$ cat src/hw/exrg_pkg.sv
// Package for the excitation routing and digital pin configuration bank.
// Assumes an 8-bit register port driven from the device's own clock domain.
package exrg_pkg;

  localparam int unsigned EXRG_DW = 8;
  localparam int unsigned EXRG_AW = 8;
  localparam int unsigned EXRG_NPIN = 8;
  localparam int unsigned EXRG_NPIN_NARROW = 4;
  localparam int unsigned EXRG_NAIN = 8;

  localparam logic [7:0] EXRG_OFF_ROUTE = 8'h0b;
  localparam logic [7:0] EXRG_OFF_PIN_EN = 8'h0c;
  localparam logic [7:0] EXRG_OFF_PIN_DIR = 8'h0d;
  localparam logic [7:0] EXRG_OFF_PIN_VAL = 8'h0e;

  localparam logic [7:0] EXRG_RST_ROUTE = 8'hff;
  localparam logic [7:0] EXRG_RST_PIN_EN = 8'h00;
  localparam logic [7:0] EXRG_RST_PIN_DIR = 8'h00;
  localparam logic [7:0] EXRG_RST_PIN_VAL = 8'h00;
  localparam logic [2:0] EXRG_RST_MAG = 3'h0;
  localparam logic [2:0] EXRG_MAG_OFF = 3'h0;

  // Field positions in the routing register
  localparam int unsigned EXRG_FIRST_LSB = 4;
  localparam int unsigned EXRG_SECOND_LSB = 0;
  localparam int unsigned EXRG_SEL_W = 4;
  // Narrow variant: writable low bits of each nibble, fixed ones above
  localparam logic [3:0] EXRG_NARROW_SEL_MASK = 4'h3;
  localparam logic [3:0] EXRG_NARROW_FIXED = 4'hc;
  localparam logic [7:0] EXRG_NARROW_PIN_MASK = 8'h0f;

  // Selector top bits that pick the destination class
  localparam logic [1:0] EXRG_CLS_AIN_A = 2'h0;
  localparam logic [1:0] EXRG_CLS_AIN_B = 2'h1;
  localparam logic [1:0] EXRG_CLS_EXCITE = 2'h2;

  typedef struct packed {
    logic [EXRG_NAIN-1:0] analog_input;
    logic excite_pin_a;
    logic excite_pin_b;
  } exrg_route_s;

  typedef struct packed {
    logic [EXRG_NPIN-1:0] digital_enable;
    logic [EXRG_NPIN-1:0] drive_value;
    logic [EXRG_NPIN-1:0] drive_enable;
  } exrg_pins_s;

endpackage

$ cat src/hw/exrg_top.sv
// Excitation routing and digital pin configuration register bank.
// Assumes a same-clock register port (one-cycle write and read strobes);
// pin input levels come from pads and are synchronised here.
`timescale 1ns/1ps
module exrg_top
  import exrg_pkg::*;
#(
  parameter bit WIDE = 1'b1
)
(
  input wire logic clk_i,
  input wire logic rst_b_i,
  input wire logic clk_en_i,
  input wire logic [EXRG_AW-1:0] reg_addr_i,
  input wire logic reg_wr_i,
  input wire logic reg_rd_i,
  input wire logic [EXRG_DW-1:0] reg_wdata_i,
  input wire logic [2:0] source_magnitude_i,
  input wire logic [EXRG_NPIN-1:0] pin_value_i,
  output logic [EXRG_DW-1:0] reg_rdata_o,
  output logic reg_rvalid_o,
  output exrg_route_s first_route_o,
  output exrg_route_s second_route_o,
  output exrg_pins_s pins_o
);

  logic [7:0] route_q, route_d;
  logic [7:0] pin_en_q, pin_en_d;
  logic [7:0] pin_dir_q, pin_dir_d;
  logic [7:0] pin_val_q, pin_val_d;
  logic [7:0] rdata_q, rdata_d;
  logic rvalid_q, rvalid_d;
  exrg_route_s first_q, first_d, second_q, second_d;
  exrg_pins_s pins_q, pins_d;
  logic [EXRG_NPIN-1:0] pin_sync1_q, pin_sync2_q;
  exrg_route_s first_raw, second_raw;
  logic [7:0] route_eff;
  logic [EXRG_SEL_W-1:0] first_sel, second_sel;
  logic [7:0] pin_mask;

  // Applies the narrow-part write mask to a pin register
  function automatic logic [7:0] pin_wr(input logic [7:0] v,
                                        input logic [7:0] m);
    pin_wr = v & m;
  endfunction

  // Narrow selectors: stored 2 bits with fixed ones above
  function automatic logic [3:0] narrow_sel(input logic [3:0] v);
    narrow_sel = (v & EXRG_NARROW_SEL_MASK) | EXRG_NARROW_FIXED;
  endfunction

  // Code a narrow selector decodes: its 2 stored bits, upper bits clear
  function automatic logic [3:0] narrow_code(input logic [3:0] v);
    narrow_code = v & EXRG_NARROW_SEL_MASK;
  endfunction

  assign pin_mask = WIDE ? 8'hff : EXRG_NARROW_PIN_MASK;

  always_comb
  begin
    route_eff = route_q;
    if (!WIDE)
    begin
      route_eff = {narrow_sel(route_q[7:4]), narrow_sel(route_q[3:0])};
    end
  end

  // Fixed readback ones are not part of a narrow code; decoding them
  // would leave both narrow sources cut off for good
  always_comb
  begin
    first_sel = route_q[EXRG_FIRST_LSB +: EXRG_SEL_W];
    second_sel = route_q[EXRG_SECOND_LSB +: EXRG_SEL_W];
    if (!WIDE)
    begin
      first_sel = narrow_code(route_q[EXRG_FIRST_LSB +: EXRG_SEL_W]);
      second_sel = narrow_code(route_q[EXRG_SECOND_LSB +: EXRG_SEL_W]);
    end
  end

  // Register writes land immediately; the muxing follows on the next edge
  always_comb
  begin
    route_d = route_q;
    pin_en_d = pin_en_q;
    pin_dir_d = pin_dir_q;
    pin_val_d = pin_val_q;
    if (reg_wr_i)
    begin
      if (reg_addr_i == EXRG_OFF_ROUTE)
      begin
        route_d = reg_wdata_i;
      end
      else if (reg_addr_i == EXRG_OFF_PIN_EN)
      begin
        pin_en_d = pin_wr(reg_wdata_i, pin_mask);
      end
      else if (reg_addr_i == EXRG_OFF_PIN_DIR)
      begin
        pin_dir_d = pin_wr(reg_wdata_i, pin_mask);
      end
      else if (reg_addr_i == EXRG_OFF_PIN_VAL)
      begin
        pin_val_d = pin_wr(reg_wdata_i, pin_mask);
      end
    end
  end

  always_comb
  begin
    rdata_d = rdata_q;
    rvalid_d = reg_rd_i;
    if (reg_rd_i)
    begin
      if (reg_addr_i == EXRG_OFF_ROUTE)
      begin
        rdata_d = route_eff;
      end
      else if (reg_addr_i == EXRG_OFF_PIN_EN)
      begin
        rdata_d = pin_en_q;
      end
      else if (reg_addr_i == EXRG_OFF_PIN_DIR)
      begin
        rdata_d = pin_dir_q;
      end
      else if (reg_addr_i == EXRG_OFF_PIN_VAL)
      begin
        // Outputs return the held value, inputs the pad level
        rdata_d = ((pin_val_q & ~pin_dir_q)
                  | (pin_sync2_q & pin_dir_q)) & pin_mask;
      end
      else
      begin
        rdata_d = 8'h00;
      end
    end
  end

  exrg_route_dec u_first_dec (
    .sel_i(first_sel),
    .wide_i(WIDE),
    .route_o(first_raw)
  );

  exrg_route_dec u_second_dec (
    .sel_i(second_sel),
    .wide_i(WIDE),
    .route_o(second_raw)
  );

  // Destinations stay open while the magnitude code keeps the sources off
  always_comb
  begin
    first_d = '0;
    second_d = '0;
    if (source_magnitude_i != EXRG_MAG_OFF)
    begin
      first_d = first_raw;
      second_d = second_raw;
    end
  end

  // Bit 0 positive reference, bit 1 negative reference, 2..7 inputs
  always_comb
  begin
    pins_d.digital_enable = pin_en_q;
    pins_d.drive_value = pin_val_q & pin_en_q;
    pins_d.drive_enable = pin_en_q & ~pin_dir_q;
  end

  always_ff @(posedge clk_i or negedge rst_b_i)
  begin
    if (!rst_b_i)
    begin
      route_q <= EXRG_RST_ROUTE;
      pin_en_q <= EXRG_RST_PIN_EN;
      pin_dir_q <= EXRG_RST_PIN_DIR;
      pin_val_q <= EXRG_RST_PIN_VAL;
      rdata_q <= '0;
      rvalid_q <= 1'b0;
      first_q <= '0;
      second_q <= '0;
      pins_q <= '0;
      pin_sync1_q <= '0;
      pin_sync2_q <= '0;
    end
    else if (clk_en_i)
    begin
      route_q <= route_d;
      pin_en_q <= pin_en_d;
      pin_dir_q <= pin_dir_d;
      pin_val_q <= pin_val_d;
      rdata_q <= rdata_d;
      rvalid_q <= rvalid_d;
      first_q <= first_d;
      second_q <= second_d;
      pins_q <= pins_d;
      pin_sync1_q <= pin_value_i;
      pin_sync2_q <= pin_sync1_q;
    end
  end

  assign reg_rdata_o = rdata_q;
  assign reg_rvalid_o = rvalid_q;
  assign first_route_o = first_q;
  assign second_route_o = second_q;
  assign pins_o = pins_q;

endmodule

$ cat src/hw/exrg_route_dec.sv
// Decodes one 4-bit selector into a one-hot destination, or none, for a current source.
// Assumes the caller gates the result with the source's magnitude.
`timescale 1ns/1ps
module exrg_route_dec
  import exrg_pkg::*;
(
  input wire logic [EXRG_SEL_W-1:0] sel_i,
  input wire logic wide_i,
  output exrg_route_s route_o
);

  always_comb
  begin
    route_o = '0;
    case (sel_i[3:2])
      EXRG_CLS_AIN_A:
      begin
        route_o.analog_input[sel_i[2:0]] = 1'b1;
      end
      EXRG_CLS_AIN_B:
      begin
        // Inputs 4 to 7 exist only on the wide part
        route_o.analog_input[sel_i[2:0]] = wide_i;
      end
      EXRG_CLS_EXCITE:
      begin
        // Bit 1 ignored
        route_o.excite_pin_a = wide_i & ~sel_i[0];
        route_o.excite_pin_b = wide_i & sel_i[0];
      end
      default:
      begin
        route_o = '0;
      end
    endcase
  end

endmodule

$ cat config.mk
export PLATFORM = sky130hd
export DESIGN_NAME = exrg_top
export DESIGN_NICKNAME = d
export VERILOG_FILES = /design/src/hw/exrg_pkg.sv /design/src/hw/exrg_top.sv /design/src/hw/exrg_route_dec.sv
export SDC_FILE = /design/constraint.sdc
export NUM_CORES = 1
export LEC_CHECK = 0
export ABC_AREA = 1
export ABC_CLOCK_PERIOD_IN_PS = 1400
export CAP_MARGIN = 40
export CELL_PAD_IN_SITES_DETAIL_PLACEMENT = 0
export CELL_PAD_IN_SITES_GLOBAL_PLACEMENT = 2
export CORE_ASPECT_RATIO = 1.5
export CORE_MARGIN = 10
export CORE_UTILIZATION = 38
export DETAILED_ROUTE_END_ITERATION = 8
export DONT_BUFFER_PORTS = 1
export PLACE_DENSITY = 0.75
export SLEW_MARGIN = 25
export SYNTH_ARGS = -nofsm -noshare
export SYNTH_HDL_FRONTEND = slang
export SYNTH_SLANG_ARGS = --single-unit
$ cat constraint.sdc
create_clock -name clk_i -period 1.4 [get_ports clk_i]
set_clock_uncertainty 0.15 [all_clocks]
set_input_delay 0.07 -clock clk_i [delete_from_list [all_inputs] [get_ports clk_i]]
set_output_delay 0.07 -clock clk_i [all_outputs]
set_load 0.02 [all_outputs]
==> results.json <==
{
  "status": "finished with violations",
  "failed_checks": "hold timing",
  "fin_crit_ps": 1370,
  "synth_nets": 539,
  "drc": 0,
  "arrival_ps": 1440,
  "drt-pass1-iter-count": 4,
  "critPathBufInv": 1,
  "r2r-end": "pin_en_q[1]",
  "yosys_register_bits": 101,
  "gr-total-overflow": 0,
  "clkLatencyLatePin_ps": 340,
  "nNetsFinal": 607,
  "drive_gt1_share_pct": 17.6,
  "finalCritPeriodShare_pct": 97.9,
  "pwr-share-clk_pct": 41.3,
  "cp.depth": 3,
  "cpPeakStageDelay_ps": 550,
  "synth.distinct_cells": 31,
  "placed_cell_area_sq_um": 4830,
  "finalInstanceArea_sq_um": 5600,
  "crit_path_end": "pin_en_q[1]",
  "slowest_stage": "dlygate4sd3_1",
  "netSwitchingFraction_pct": 22.7,
  "placedCellCount": 664,
  "yosys_warnings": 0,
  "vias_per_cell": 4.91,
  "cts.path.max_buffers": 2,
  "finalSetupViolations": 0,
  "max-slew-margin-rel_pct": 72.2,
  "crit_fanout": 3,
  "worstPathRequired_ps": 1470,
  "die_x_um": 109,
  "max_cap_viol_count": 0,
  "ios": 85,
  "power_uw": 6030,
  "power.density_nw_per_um2": 1080,
  "cp-end-kind": "register",
  "wirelength_um": 13200,
  "drt-initial-drc-count": 135,
  "grt_pass1_wl_um": 20700,
  "nFillCells": 1157,
  "r2r_start": "pin_en_q[1]",
  "ys_top_cells_by_area": "dfrtp_1 (51%), nand2_1 (9.5%), inv_1 (6.9%)",
  "synthCells": 507,
  "cts.clk_slew.worst_paths_ps": 70,
  "grt_antenna_before_repair": 0,
  "antenna_cells": 0,
  "cp_cell_sequence": "nand2_1 -> o21ai_2 -> dlygate4sd3_1",
  "power_leakage_uw": 0.00268,
  "rows": 48,
  "start_util_pct": 39.1,
  "reg2reg_slack_ps": 30,
  "yosysSeqAreaShare_pct": 55.7,
  "r2r_cells": 3,
  "die_y_um": 154,
  "grt.total_usage_pct": 15.9,
  "path_class": "reg2reg",
  "fin_setup_tns_ps": 0,
  "syn_area_sq_um": 4550,
  "synth_edf_count": 0,
  "synth.top_cell.area_share_pct": 51.1,
  "drv_slew": 0,
  "crit_path_start": "pin_en_q[1]",
  "p_comb_share_pct": 7.0,
  "ys.flop_type": "dfrtp_1",
  "tightest_slew_ps": 417,
  "cp-start-kind": "register",
  "dieArea_sq_um": 16900,
  "vias": 3583,
  "syn_avg_cell_area_sq_um": 8.98,
  "cts_tree": "yes",
  "ys_async_sr_fraction_pct": 100,
  "numCtsBuffers": 9,
  "fin_hold_ws_ps": -724,
  "final_antenna_net_count": 0,
  "hp-class": "in2async",
  "port_buffers": 0,
  "clock-sinks": 101,
  "layout.cells.non_filler": 730,
  "yosys-top-cells-count": "nand2_1 (115), dfrtp_1 (93), inv_1 (84)",
  "largest_reg_flops": 24,
  "areaGrowthSynthToFinish_pct": 23.0,
  "cts_max_level": 3,
  "core-area_sq_um": 11700,
  "yosysTopAreaCell": "dfrtp_1",
  "post-synth-top-count-cell": "nand2_1",
  "finalHoldViolations": 167,
  "critPathTopFamily": "buffers and inverters",
  "wl_per_cell_um": 18.1,
  "cts_hold_buf": 35,
  "vdd_drop_max_v": 0.000518,
  "internal-power_uw": 4670,
  "hpwlAfterDp_um": 9270,
  "cts_root_buf": "clkbuf_16",
  "p_sw_uw": 1370,
  "routabilityCongestion": 0.820,
  "first_global_vias": 3639,
  "max_freq_ghz": 0.729,
  "p_seq_share_pct": 51.7,
  "grt_max_degree": 102
}
[power by group through the flow]
stage	Clock, uW	Sequential (uW)	Combinational, uW
floorplan	0	3160	234
global placement	0	3180	276
detailed placement	0	3180	281
CTS	2540	3130	394
global route	2670	3130	475
finish	2490	3120	425
[layout make-up]
class,count,area [sq um],share of cell area [%]
sequential,101,2540,45.3
inverter,88,335,5.98
multi-input combinational,301,1590,28.4
clock buffer,14,254,4.53
clock inverter,2,35.0,0.625
timing repair buffer,74,661,11.8
tap,150,188,3.35
[cell families (layout without fill, tap and decap cells)]
family                 Yosys count  after routing  synth area share, %
buffers and inverters          106            178                 9.64
AOI/OAI and AO/OA               99             99                 13.2
and+or+nand+nor                201            202                 21.5
DFF                            101            101                 55.7
[cells in the final DEF, fill, tap and decap left out, drive strengths merged]
| cell | count |
|---|---|
| clkinv | 1 |
| buf | 40 |
| dfrtp | 93 |
| bufinv | 1 |
| nand2 | 123 |
| nand4 | 17 |
| o22ai | 36 |
| a21oi | 8 |
| or3 | 1 |
| dfstp | 8 |
| o21ai | 55 |
| dlymetal6s4s | 3 |
| inv | 88 |
| nor2 | 24 |
| nand3 | 34 |
| nor3 | 3 |
| dlygate4sd3 | 31 |
| clkbuf | 14 |
[layer usage]
layer / wire length, um / up-vias / GRT usage [%]
met4: 267 / 0 / 6.03
met3: 901 / 14 / 4.94
met5: 0 / - / 0
li1: - / 1776 / -
met1: 5230 / 1704 / 18.5
met2: 6780 / 89 / 26.6
[metrics by stage]
| stage | setup WS [ps] | utilization [%] |
|---|---|---|
| 2_1_floorplan | 201 | - |
| 3_3_place_gp | 2.57 | 41.4 |
| 3_5_place_dp | -2.33 | 41.4 |
| 4_1_cts | 5.61 | 46.9 |
| 5_1_grt | -11.5 | 48.1 |
| 6_report | 28.8 | 48.1 |
[worst min-delay path by stage]
stage / startpoint / end / slack (ps)
after detailed placement: rst_b_i / pin_sync1_q[2] / -370
after global routing: rst_b_i / pin_sync2_q[4] / -750
final: rst_b_i / pin_sync2_q[4] / -720
after CTS: rst_b_i / pin_sync1_q[2] / -740
after floorplan: rst_b_i / first_route_o[0] / -380
after global placement: rst_b_i / pin_sync1_q[6] / -370
[worst register-to-register path: stages (launching register included)]
cell and delay (ps):
dfrtp_1 410, nand2_1 90, o21ai_2 50, dlygate4sd3_1 550
[timing repair]
item / 4_1_cts / 5_1_grt
setup buffers: 0 / 15
endpoints found under the setup margin: 0 / 19
hold endpoints to repair: 202 / 167
gates resized for setup: 0 / 5
No activity file was read; power rests on OpenSTA's default activity.
